$ cat config.mk
export PLATFORM = sky130hd
export DESIGN_NAME = dsc_top
export DESIGN_NICKNAME = d
export VERILOG_FILES = /design/src/core/dsc_pkg.sv /design/src/core/dsc_sinc3.sv /design/src/core/dsc_chop_avg.sv /design/src/core/dsc_top.sv
export SDC_FILE = /design/constraint.sdc
export NUM_CORES = 2
export LEC_CHECK = 0
export ABC_AREA = 0
export BUFFER_PORTS_ARGS = -buffer_cell sky130_fd_sc_hd__clkbuf_2
export CORE_ASPECT_RATIO = 0.8
export CORE_UTILIZATION = 59
export CTS_BUF_LIST = sky130_fd_sc_hd__clkbuf_2
export DETAILED_ROUTE_END_ITERATION = 16
export GPL_TIMING_DRIVEN = 0
export PLACE_DENSITY = 0.76
export SKIP_LAST_GASP = 1
export SLEW_MARGIN = 30
export SYNTH_ARGS = -nofsm -noshare
export SYNTH_HDL_FRONTEND = slang
export SYNTH_SLANG_ARGS = --single-unit
export TNS_END_PERCENT = 1
$ cat constraint.sdc
create_clock -name ref_clk -period 14.1 [get_ports ref_clk]
set_input_delay 0.705 -clock ref_clk [delete_from_list [all_inputs] [get_ports ref_clk]]
set_output_delay 0.705 -clock ref_clk [all_outputs]
set_load 0.05 [all_outputs]
$ cat src/core/dsc_pkg.sv
package dsc_pkg;

    // widths and counts
    localparam int DSC_SF_W           = 8;
    localparam int DSC_CNT_W          = 11;
    localparam int DSC_FILT_W         = 36;
    localparam int DSC_ADDR_W         = 8;
    localparam int DSC_DATA_W         = 32;
    localparam int DSC_DEC_SHIFT      = 3;
    localparam int DSC_PHASES         = 3;
    localparam int DSC_SETTLE_OUTPUTS = 2;

    // decimation word limits and reset value
    localparam logic [7:0] DSC_SF_RESET = 8'h45;
    localparam logic [7:0] DSC_SF_MIN   = 8'h0D;
    localparam logic [7:0] DSC_SF_MAX   = 8'hFF;

    // register offsets (byte addresses)
    localparam logic [7:0] DSC_OFF_DEC      = 8'h00;
    localparam logic [7:0] DSC_OFF_MAIN_CFG = 8'h04;
    localparam logic [7:0] DSC_OFF_AUX_CTL  = 8'h08;
    localparam logic [7:0] DSC_OFF_STATUS   = 8'h0C;
    localparam logic [7:0] DSC_OFF_MAIN_LO  = 8'h10;
    localparam logic [7:0] DSC_OFF_MAIN_HI  = 8'h14;
    localparam logic [7:0] DSC_OFF_AUX_LO   = 8'h18;
    localparam logic [7:0] DSC_OFF_AUX_HI   = 8'h1C;

    // main configuration fields
    localparam int DSC_MCFG_RANGE_LSB = 0;
    localparam int DSC_MCFG_MUX_LSB   = 4;
    localparam int DSC_MCFG_BUF_BIT   = 8;
    localparam int DSC_MCFG_BURN_BIT  = 9;
    // aux control fields
    localparam int DSC_ACTL_RANGE_BIT = 0;
    localparam int DSC_ACTL_MUX_LSB   = 4;
    // status fields
    localparam int DSC_ST_MAIN_RDY    = 0;
    localparam int DSC_ST_AUX_RDY     = 1;
    localparam int DSC_ST_MAIN_SETTLD = 2;
    localparam int DSC_ST_AUX_SETTLD  = 3;
    localparam int DSC_ST_MAIN_CHOP   = 4;
    localparam int DSC_ST_AUX_CHOP    = 5;

    // main multiplexer codes
    localparam logic [2:0] DSC_MMUX_DIFF_12   = 3'h0;
    localparam logic [2:0] DSC_MMUX_DIFF_34   = 3'h1;
    localparam logic [2:0] DSC_MMUX_PSEUDO_14 = 3'h2;
    localparam logic [2:0] DSC_MMUX_PSEUDO_24 = 3'h3;
    localparam logic [2:0] DSC_MMUX_PSEUDO_34 = 3'h4;
    // aux multiplexer codes
    localparam logic [1:0] DSC_AMUX_SE_3   = 2'h0;
    localparam logic [1:0] DSC_AMUX_SE_4   = 2'h1;
    localparam logic [1:0] DSC_AMUX_DIFF56 = 2'h2;
    localparam logic [1:0] DSC_AMUX_SE_5   = 2'h3;

    // reset values of configuration fields
    localparam logic [2:0] DSC_RANGE_RESET    = 3'h0;
    localparam logic [2:0] DSC_MMUX_RESET     = DSC_MMUX_DIFF_12;
    localparam logic [1:0] DSC_AMUX_RESET     = DSC_AMUX_SE_3;
    localparam logic       DSC_BUF_RESET      = 1'b1;
    localparam logic       DSC_BURN_RESET     = 1'b0;
    localparam logic       DSC_AUX_RNG_RESET  = 1'b0;

endpackage

$ cat src/core/dsc_sinc3.sv
`timescale 1ns/1ps
module dsc_sinc3
    import dsc_pkg::*;
#(
    parameter int W  = DSC_FILT_W,
    parameter int CW = DSC_CNT_W
) (
    // clock and reset
    input  wire logic          ref_clk,
    input  wire logic          rst_n,
    // control
    input  wire logic          restart,
    input  wire logic [CW-1:0] dec_len,
    // modulator samples
    input  wire logic          sample_en,
    input  wire logic          sample_bit,
    // decimated output
    output logic               out_valid,
    output logic [W-1:0]       out_data
);

    typedef struct packed {
        logic [CW-1:0] cnt;
        logic [W-1:0]  i1;
        logic [W-1:0]  i2;
        logic [W-1:0]  i3;
        logic [W-1:0]  d1;
        logic [W-1:0]  d2;
        logic [W-1:0]  d3;
        logic [W-1:0]  out;
        logic          valid;
    } dsc_sinc_t;

    dsc_sinc_t s;
    dsc_sinc_t next_s;
    logic [W-1:0] c1;
    logic [W-1:0] c2;

    always_comb begin
        next_s = s;
        next_s.valid = 1'b0;
        // chained integrators so a comb window holds exactly the newest 8*word samples
        c1 = s.i3 + s.i2 + s.i1 + W'(sample_bit) - s.d1;
        c2 = c1 - s.d2;
        if (restart) begin
            next_s = '0;
        end else if (sample_en) begin
            // three integrators at modulator rate
            next_s.i1 = s.i1 + W'(sample_bit);
            next_s.i2 = s.i2 + next_s.i1;
            next_s.i3 = s.i3 + next_s.i2;
            if (s.cnt == CW'(dec_len - 1'b1)) begin
                // three combs at the decimated rate
                next_s.cnt = '0;
                next_s.d1 = next_s.i3;
                next_s.d2 = c1;
                next_s.d3 = c2;
                next_s.out = c2 - s.d3;
                next_s.valid = 1'b1;
            end else begin
                next_s.cnt = s.cnt + 1'b1;
            end
        end
    end

    always_ff @(posedge ref_clk or negedge rst_n) begin
        if (!rst_n) begin
            s <= '0;
        end else begin
            s <= next_s;
        end
    end

    assign out_valid = s.valid;
    assign out_data  = s.out;

endmodule

$ cat src/core/dsc_chop_avg.sv
`timescale 1ns/1ps
module dsc_chop_avg
    import dsc_pkg::*;
#(
    parameter int W = DSC_FILT_W
) (
    // clock and reset
    input  wire logic         ref_clk,
    input  wire logic         rst_n,
    // control
    input  wire logic         restart,
    // sinc3 side
    input  wire logic         filt_valid,
    input  wire logic [W-1:0] filt_data,
    // chop phase and averaged result
    output logic              chop,
    output logic              res_valid,
    output logic [W-1:0]      res_data,
    output logic              settled
);

    typedef struct packed {
        logic [1:0]   phase;
        logic         chop;
        logic [W-1:0] prev;
        logic [W-1:0] res;
        logic         valid;
        logic [1:0]   settle_cnt;
    } dsc_avg_t;

    dsc_avg_t s;
    dsc_avg_t next_s;
    logic [W:0] sum;

    always_comb begin
        next_s = s;
        next_s.valid = 1'b0;
        sum = {1'b0, filt_data} + {1'b0, s.prev};
        if (restart) begin
            next_s = '0;
        end else if (filt_valid) begin
            // only the third decimation after a chop edge is fully one phase
            if (s.phase == 2'(DSC_PHASES - 1)) begin
                next_s.phase = '0;
                next_s.res = sum[W:1];
                next_s.valid = 1'b1;
                next_s.prev = filt_data;
                next_s.chop = ~s.chop;
                if (s.settle_cnt != 2'(DSC_SETTLE_OUTPUTS)) begin
                    next_s.settle_cnt = s.settle_cnt + 1'b1;
                end
            end else begin
                next_s.phase = s.phase + 1'b1;
            end
        end
    end

    always_ff @(posedge ref_clk or negedge rst_n) begin
        if (!rst_n) begin
            s <= '0;
        end else begin
            s <= next_s;
        end
    end

    assign chop      = s.chop;
    assign res_valid = s.valid;
    assign res_data  = s.res;
    assign settled   = (s.settle_cnt == 2'(DSC_SETTLE_OUTPUTS));

endmodule

$ cat src/core/dsc_top.sv
// Decided for this implementation: the strobed register port and the register offsets.
`timescale 1ns/1ps
// Behaviour
// - sinc3 decimation ratio is word times eight
// - result rate is modulator rate over 24*word
// - one decimation word serves both channels
// - chop phase toggles once per three filter outputs
// - input chop via mux, output chop by XOR
// - result is average of the last outputs of two chop phases
// - settled flag only after two results post-change
// - decimation word 13..255, resets to 69
// - sinc3 and averaging notches follow from structure
// - 3 dB bandwidth 0.24 of update rate
// - main channel selects one of eight ranges
// - main mux: two differential or three pseudo-differential
// - main channel buffered or unbuffered select
// - burnout currents switch independently of conversions
// - aux range select picks full or half reference
// - aux mux: inputs 3, 4, 5/6 or 5
// - aux path identical to main, no gain
// - decimation word fills bits seven to zero
module dsc_top
    import dsc_pkg::*;
#(
    parameter int FILT_W = DSC_FILT_W
) (
    // clock and reset
    input  wire logic                  ref_clk,
    input  wire logic                  rst_n,
    // modulator bitstreams and their clock
    input  wire logic                  mod_clk,
    input  wire logic                  main_mod_bit,
    input  wire logic                  aux_mod_bit,
    // register port
    input  wire logic [DSC_ADDR_W-1:0] addr,
    input  wire logic [DSC_DATA_W-1:0] wr_data,
    input  wire logic                  wr_en,
    input  wire logic                  rd_en,
    output logic      [DSC_DATA_W-1:0] rd_data,
    // main front-end controls
    output logic      [2:0]            main_range,
    output logic      [2:0]            main_mux_sel,
    output logic                       main_buffered,
    output logic                       burnout_en,
    output logic                       main_input_chop,
    // aux front-end controls
    output logic                       aux_range_select,
    output logic      [1:0]            aux_mux_sel,
    output logic                       aux_input_chop
);

    typedef struct packed {
        logic                  mclk_s1;
        logic                  mclk_s2;
        logic                  mclk_s3;
        logic                  mbit_s1;
        logic                  mbit_s2;
        logic                  abit_s1;
        logic                  abit_s2;
        logic [DSC_SF_W-1:0]   decimation_word;
        logic [2:0]            main_range;
        logic [2:0]            main_mux_sel;
        logic                  main_buffered;
        logic                  burnout_en;
        logic                  aux_range_select;
        logic [1:0]            aux_mux_sel;
        logic [FILT_W-1:0]     main_data;
        logic [FILT_W-1:0]     aux_data;
        logic [DSC_DATA_W-1:0] main_hi_shadow;
        logic [DSC_DATA_W-1:0] aux_hi_shadow;
        logic                  main_rdy;
        logic                  aux_rdy;
        logic                  restart;
        logic [DSC_DATA_W-1:0] rd_data;
    } dsc_top_t;

    dsc_top_t s;
    dsc_top_t next_s;

    logic                  sample_en;
    logic                  main_chop;
    logic                  aux_chop;
    logic                  main_filt_valid;
    logic                  aux_filt_valid;
    logic [FILT_W-1:0]     main_filt;
    logic [FILT_W-1:0]     aux_filt;
    logic                  main_res_valid;
    logic                  aux_res_valid;
    logic [FILT_W-1:0]     main_res;
    logic [FILT_W-1:0]     aux_res;
    logic                  main_settled;
    logic                  aux_settled;
    logic [DSC_CNT_W-1:0]  dec_len;

    function automatic logic [DSC_DATA_W-1:0] lo_word(input logic [FILT_W-1:0] d);
        lo_word = d[DSC_DATA_W-1:0];
    endfunction

    function automatic logic [DSC_DATA_W-1:0] hi_word(input logic [FILT_W-1:0] d);
        hi_word = DSC_DATA_W'(d >> DSC_DATA_W);
    endfunction

    function automatic logic [DSC_SF_W-1:0] clamp_sf(input logic [DSC_SF_W-1:0] v);
        clamp_sf = (v < DSC_SF_MIN) ? DSC_SF_MIN : v;
    endfunction

    // one rising modulator clock edge, seen after synchronising
    assign sample_en = s.mclk_s2 & ~s.mclk_s3;

    // shared ratio for both channels
    assign dec_len = DSC_CNT_W'({s.decimation_word, 3'h0});

    // main path: output chop, sinc3, chop averaging
    dsc_sinc3 #(
        .W  (FILT_W),
        .CW (DSC_CNT_W)
    ) u_main_sinc (
        .ref_clk    (ref_clk),
        .rst_n      (rst_n),
        .restart    (s.restart),
        .dec_len    (dec_len),
        .sample_en  (sample_en),
        .sample_bit (s.mbit_s2 ^ main_chop),
        .out_valid  (main_filt_valid),
        .out_data   (main_filt)
    );

    dsc_chop_avg #(
        .W (FILT_W)
    ) u_main_avg (
        .ref_clk    (ref_clk),
        .rst_n      (rst_n),
        .restart    (s.restart),
        .filt_valid (main_filt_valid),
        .filt_data  (main_filt),
        .chop       (main_chop),
        .res_valid  (main_res_valid),
        .res_data   (main_res),
        .settled    (main_settled)
    );

    // aux path is the same chain without gain
    dsc_sinc3 #(
        .W  (FILT_W),
        .CW (DSC_CNT_W)
    ) u_aux_sinc (
        .ref_clk    (ref_clk),
        .rst_n      (rst_n),
        .restart    (s.restart),
        .dec_len    (dec_len),
        .sample_en  (sample_en),
        .sample_bit (s.abit_s2 ^ aux_chop),
        .out_valid  (aux_filt_valid),
        .out_data   (aux_filt)
    );

    dsc_chop_avg #(
        .W (FILT_W)
    ) u_aux_avg (
        .ref_clk    (ref_clk),
        .rst_n      (rst_n),
        .restart    (s.restart),
        .filt_valid (aux_filt_valid),
        .filt_data  (aux_filt),
        .chop       (aux_chop),
        .res_valid  (aux_res_valid),
        .res_data   (aux_res),
        .settled    (aux_settled)
    );

    always_comb begin
        next_s = s;
        next_s.restart = 1'b0;
        next_s.rd_data = '0;

        // two-flop synchronisers on the modulator pins
        next_s.mclk_s1 = mod_clk;
        next_s.mclk_s2 = s.mclk_s1;
        next_s.mclk_s3 = s.mclk_s2;
        next_s.mbit_s1 = main_mod_bit;
        next_s.mbit_s2 = s.mbit_s1;
        next_s.abit_s1 = aux_mod_bit;
        next_s.abit_s2 = s.abit_s1;

        // register writes; any programming change except burnout restarts both chains
        if (wr_en) begin
            unique case (addr)
                DSC_OFF_DEC: begin
                    next_s.decimation_word = clamp_sf(wr_data[DSC_SF_W-1:0]);
                    next_s.restart = 1'b1;
                end
                DSC_OFF_MAIN_CFG: begin
                    next_s.main_range = wr_data[DSC_MCFG_RANGE_LSB +: 3];
                    next_s.main_mux_sel = wr_data[DSC_MCFG_MUX_LSB +: 3];
                    next_s.main_buffered = wr_data[DSC_MCFG_BUF_BIT];
                    if (wr_data[DSC_MCFG_RANGE_LSB +: 3] != s.main_range
                        || wr_data[DSC_MCFG_MUX_LSB +: 3] != s.main_mux_sel
                        || wr_data[DSC_MCFG_BUF_BIT] != s.main_buffered) begin
                        next_s.restart = 1'b1;
                    end
                    // burnout alone never disturbs conversions
                    next_s.burnout_en = wr_data[DSC_MCFG_BURN_BIT];
                end
                DSC_OFF_AUX_CTL: begin
                    next_s.aux_range_select = wr_data[DSC_ACTL_RANGE_BIT];
                    next_s.aux_mux_sel = wr_data[DSC_ACTL_MUX_LSB +: 2];
                    next_s.restart = 1'b1;
                end
                default: begin
                end
            endcase
        end

        // register reads, data one cycle later
        if (rd_en) begin
            unique case (addr)
                DSC_OFF_DEC: begin
                    next_s.rd_data = DSC_DATA_W'(s.decimation_word);
                end
                DSC_OFF_MAIN_CFG: begin
                    next_s.rd_data[DSC_MCFG_RANGE_LSB +: 3] = s.main_range;
                    next_s.rd_data[DSC_MCFG_MUX_LSB +: 3] = s.main_mux_sel;
                    next_s.rd_data[DSC_MCFG_BUF_BIT] = s.main_buffered;
                    next_s.rd_data[DSC_MCFG_BURN_BIT] = s.burnout_en;
                end
                DSC_OFF_AUX_CTL: begin
                    next_s.rd_data[DSC_ACTL_RANGE_BIT] = s.aux_range_select;
                    next_s.rd_data[DSC_ACTL_MUX_LSB +: 2] = s.aux_mux_sel;
                end
                DSC_OFF_STATUS: begin
                    next_s.rd_data[DSC_ST_MAIN_RDY] = s.main_rdy;
                    next_s.rd_data[DSC_ST_AUX_RDY] = s.aux_rdy;
                    next_s.rd_data[DSC_ST_MAIN_SETTLD] = main_settled;
                    next_s.rd_data[DSC_ST_AUX_SETTLD] = aux_settled;
                    next_s.rd_data[DSC_ST_MAIN_CHOP] = main_chop;
                    next_s.rd_data[DSC_ST_AUX_CHOP] = aux_chop;
                end
                DSC_OFF_MAIN_LO: begin
                    // low read freezes the high half for a coherent pair
                    next_s.rd_data = lo_word(s.main_data);
                    next_s.main_hi_shadow = hi_word(s.main_data);
                    next_s.main_rdy = 1'b0;
                end
                DSC_OFF_MAIN_HI: begin
                    next_s.rd_data = s.main_hi_shadow;
                end
                DSC_OFF_AUX_LO: begin
                    next_s.rd_data = lo_word(s.aux_data);
                    next_s.aux_hi_shadow = hi_word(s.aux_data);
                    next_s.aux_rdy = 1'b0;
                end
                DSC_OFF_AUX_HI: begin
                    next_s.rd_data = s.aux_hi_shadow;
                end
                default: begin
                    next_s.rd_data = '0;
                end
            endcase
        end

        // new results load whole; a new result beats a clearing read
        if (main_res_valid) begin
            next_s.main_data = main_res;
            next_s.main_rdy = 1'b1;
        end
        if (aux_res_valid) begin
            next_s.aux_data = aux_res;
            next_s.aux_rdy = 1'b1;
        end
    end

    always_ff @(posedge ref_clk or negedge rst_n) begin
        if (!rst_n) begin
            s <= '0;
            s.decimation_word <= DSC_SF_RESET;
            s.main_range <= DSC_RANGE_RESET;
            s.main_mux_sel <= DSC_MMUX_RESET;
            s.main_buffered <= DSC_BUF_RESET;
            s.burnout_en <= DSC_BURN_RESET;
            s.aux_range_select <= DSC_AUX_RNG_RESET;
            s.aux_mux_sel <= DSC_AMUX_RESET;
        end else begin
            s <= next_s;
        end
    end

    // notches and bandwidth follow from the sinc3 and two-point average
    assign rd_data          = s.rd_data;
    assign main_range       = s.main_range;
    assign main_mux_sel     = s.main_mux_sel;
    assign main_buffered    = s.main_buffered;
    assign burnout_en       = s.burnout_en;
    assign main_input_chop  = main_chop;
    assign aux_range_select = s.aux_range_select;
    assign aux_mux_sel      = s.aux_mux_sel;
    assign aux_input_chop   = aux_chop;

endmodule

==> qor.csv <==
stage,metric,value,unit
outcome,outcome,finished clean,
worst_setup_path,critPathMaxFanout,4,
synth,yosysTopAreaCell,dfrtp_1,
sta,hold_viol_final,0,
cells_and_area,fin_util,0.646,
clock_network,cts_buffer_depth,3,
synth,synth.area.mux_share,0.0208,
cells_and_area,drive_gt1_frac,0.0904,
worst_setup_path,max_stage_delay,0.52,ns
floorplan,initial_utilization,0.596,
floorplan,die_x,352,µm
routing,drt_iter0_markers,5019,
sta,rsz0062_at_grt,false,
global_routing,grt_max_degree,80,
placement,portBuffers,69,
clock_network,cts_max_level,4,
global_routing,antenna_found_initial,8,
synth,avgSynthCellArea,9.02,µm²
synth,synth-edff-count,0,
sta,slew_headroom,0.282,
cells_and_area,area_delta_synth_final,8.41,%
worst_setup_path,critPathSlowestCell,fa_1,
floorplan,core_area,96900,µm²
routing,drt-pass1-iter-count,8,
cells_and_area,final_nets,7383,
floorplan,fp.dieH,282,µm
synth,syn_area,57700,µm²
routing,dr_total_vias,49200,
synth,synth_cells,6399,
routing,drc,0,
worst_setup_path,critPathKind,reg2reg,
sta,setup_viol,0,
cells_and_area,final_cells,8200,
synth,yosysUniqueCellTypes,103,
sta,drv_slew,0,
synth,synthAdderAreaFrac,0.146,
synth,synth_flop_cell,dfrtp_1,
placement,dp_hpwl,124000,µm
worst_setup_path,worstSetupStartpointType,flop,
routing,viasPerCell,6.00,
synth,synth-seq-cells,825,
clock_network,path_clk_slew,0.13,ns
routing,routed_wl,166000,µm
floorplan,ios,92,
synth,synth-simple-area-share,0.132,
synth,synth_compound_area_frac,0.202,
worst_setup_path,crit_family,compound AO/OA/AOI/OAI gates,
synth,yosys.area.top_type_share,0.356,
clock_network,ctsResizeCount,0,
sta,finalClockSkew,0.152,ns
placement,dp_cells,7781,
worst_setup_path,path_common_cell,inv_1,
synth,yosys_warnings,0,
global_routing,grt_pass1_wl,260000,µm
sta,worst_pin_slew,1.08,ns
global_routing,overflow,0,
synth,async_flop_share,1.00,
floorplan,dieArea,99100,µm²
floorplan,placementRows,102,
synth,syn-num-nets,7027,
routing,ant_nets,0,
clock_network,cts_tree,done,
run,maxCapViolCount,0,
synth,synth_xor_xnor_area_share,0.0798,
global_routing,grt_pass1_vias,46800,
sta,period_needed,9.14,ns
worst_setup_path,crit_buf_inv,4,
worst_setup_path,crit_arrival,10.45,ns
clock_network,cts_buffers,210,
placement,gp_congestion,1.00,
synth,yosys-top-cells-area,"dfrtp_1 (36%), ha_1 (9.3%), xnor2_1 (5.4%)",
clock_network,cts_sinks,825,
sta,max_freq,109,MHz
sta,finalCritPeriodShare,0.648,
global_routing,grt_util_all_layers,0.337,
synth,synth_top_family_by_area,compound AO/OA/AOI/OAI gates,
worst_setup_path,worstPathRequired,15.41,ns
routing,wl_per_cell,20.3,µm
clock_network,cts-root-buf,clkbuf_2,
min_path,hold_path.class,in2reg,
worst_setup_path,cp-end-kind,flop,
synth,yosysSeqAreaShare,0.358,
clock_network,insertion_delay,1.54,ns
==> per-layer routing <==
metal	part of all wire	track usage
met2	0.41	0.476
met3	0.10	0.0914
met1	0.44	0.488
met4	0.037	0.134
met5	0	0
==> synthesized netlist by cell type, types with 10 or more instances <==
cell type and n:
a211o_1 13, a211oi_1 34, a21boi_0 16, a21o_1 230, a21oi_1 572, a221oi_1 15, a22o_1 240, a31oi_1 48
and2_1 24, and3_1 45, buf_1 16, buf_4 41, clkbuf_1 193, dfrtp_1 821, fa_1 150, ha_1 431
inv_1 634, mux2_2 95, mux2i_1 13, nand2_1 786, nand2b_1 62, nand3_1 128, nand3b_1 10, nand4_1 48
nor2_1 324, nor2b_1 40, nor3_1 78, nor4_1 10, o211ai_1 26, o21a_1 61, o21ai_0 296, o21ai_1 35
o21bai_1 62, o22ai_1 10, o31ai_1 13, or3_1 57, xnor2_1 356, xor2_1 168
==> worst register-to-register path, delay by kind of cell, from the launching register on <==
family / cells / cell delay [ns]
AO/OA/AOI/OAI: 15 / 3.40
AND/OR/NAND/NOR: 12 / 2.00
adder cells (fa/ha/maj): 5 / 1.90
XOR/XNOR: 4 / 1.03
flip-flops: 1 / 0.36
buffers and inverters: 4 / 0.27
==> through the flow <==
step | TNS [ns] | worst slack [ns] | instance area, µm² | hold slack, ns
after global placement | -6265.00 | -7.81 | 59700 | 0.334
final | 0 | 4.96 | 62500 | 0.139
after CTS | 0 | 5.12 | 62500 | 0.00238
after detailed placement | 0 | 5.18 | 60100 | 0.336
after floorplan | 0 | 6.35 | 57700 | 0.331
after global routing | 0 | 4.49 | 62500 | 0.0854
==> timing repair <==
action	in CTS	in global routing
setup buffers	0	0
hold buffers	62	0
hold endpoints to repair	471	0
==> cells by family (layout without fill, tap and decap cells) <==
kind of cell,count (synthesis),count (layout)
AO/OA/AOI/OAI,1787,1787
buffers and inverters,898,1390
flip-flops,825,825
other,0,9
adder cells (fa/ha/maj),581,581
XOR/XNOR,525,525
AND/OR/NAND/NOR,1675,1675
multiplexers,108,108
==> registers in the layout, indices dropped and copies added (netlist names), 2 cells and up <==
name	flops
u_main_sinc.s	227
u_aux_sinc.out_data	36
u_aux_sinc.s	227
rd_data	32
next_s	4
s	86
main_range	3
u_aux_avg.res_data	36
dec_len	8
main_mux_sel	3
u_main_sinc.out_data	36
u_aux_avg.s	40
aux_mux_sel	2
u_main_avg.s	40
u_main_avg.res_data	36
==> cell usage in the layout, fill, tap and decap left out, types with 76 or more instances in the layout <==
cell / n
clkbuf_1: 171
fa_1: 150
xnor2_1: 356
inv_1: 634
o21ai_0: 296
ha_1: 431
clkbuf_2: 385
nor2_1: 324
a21oi_1: 572
nand3_1: 128
mux2_2: 95
a21o_1: 230
dfrtp_1: 821
xor2_1: 168
a22o_1: 240
nor3_1: 76
nand2_1: 785
==> cell type report <==
type,count,area (µm²)
fillers,8003,34300
multi-input cells,4676,33500
flip-flops and latches,825,20600
inverters,638,2410
well taps,1300,1630
clock buffers,294,1470
repair buffers,144,1350
plain buffers,260,1180
clock inverters,54,329
diodes,9,22.5
==> worst paths after layout <==
| kind | from | end | slack, ns | cells past startpoint |
|---|---|---|---|---|
| worst min-delay path | rd_en | rd_data[7] | 0.14 | 4 |
| worst max register to register | u_aux_sinc.s[110] | u_aux_sinc.out_data[35] | 4.96 | 40 |
| max in group asynchronous | rst_n | u_aux_sinc.s[167] | 11.80 | 8 |
| min in group asynchronous | rst_n | s[120] | 0.36 | 4 |
| worst min register to register | next_s[190] | s[190] | 0.37 | 0 |
| worst max-delay path | u_aux_sinc.s[110] | u_aux_sinc.out_data[35] | 4.96 | 40 |
Power is not shown: default switching activity piles up to over one toggle a cycle in this logic, so the estimate is an artifact.
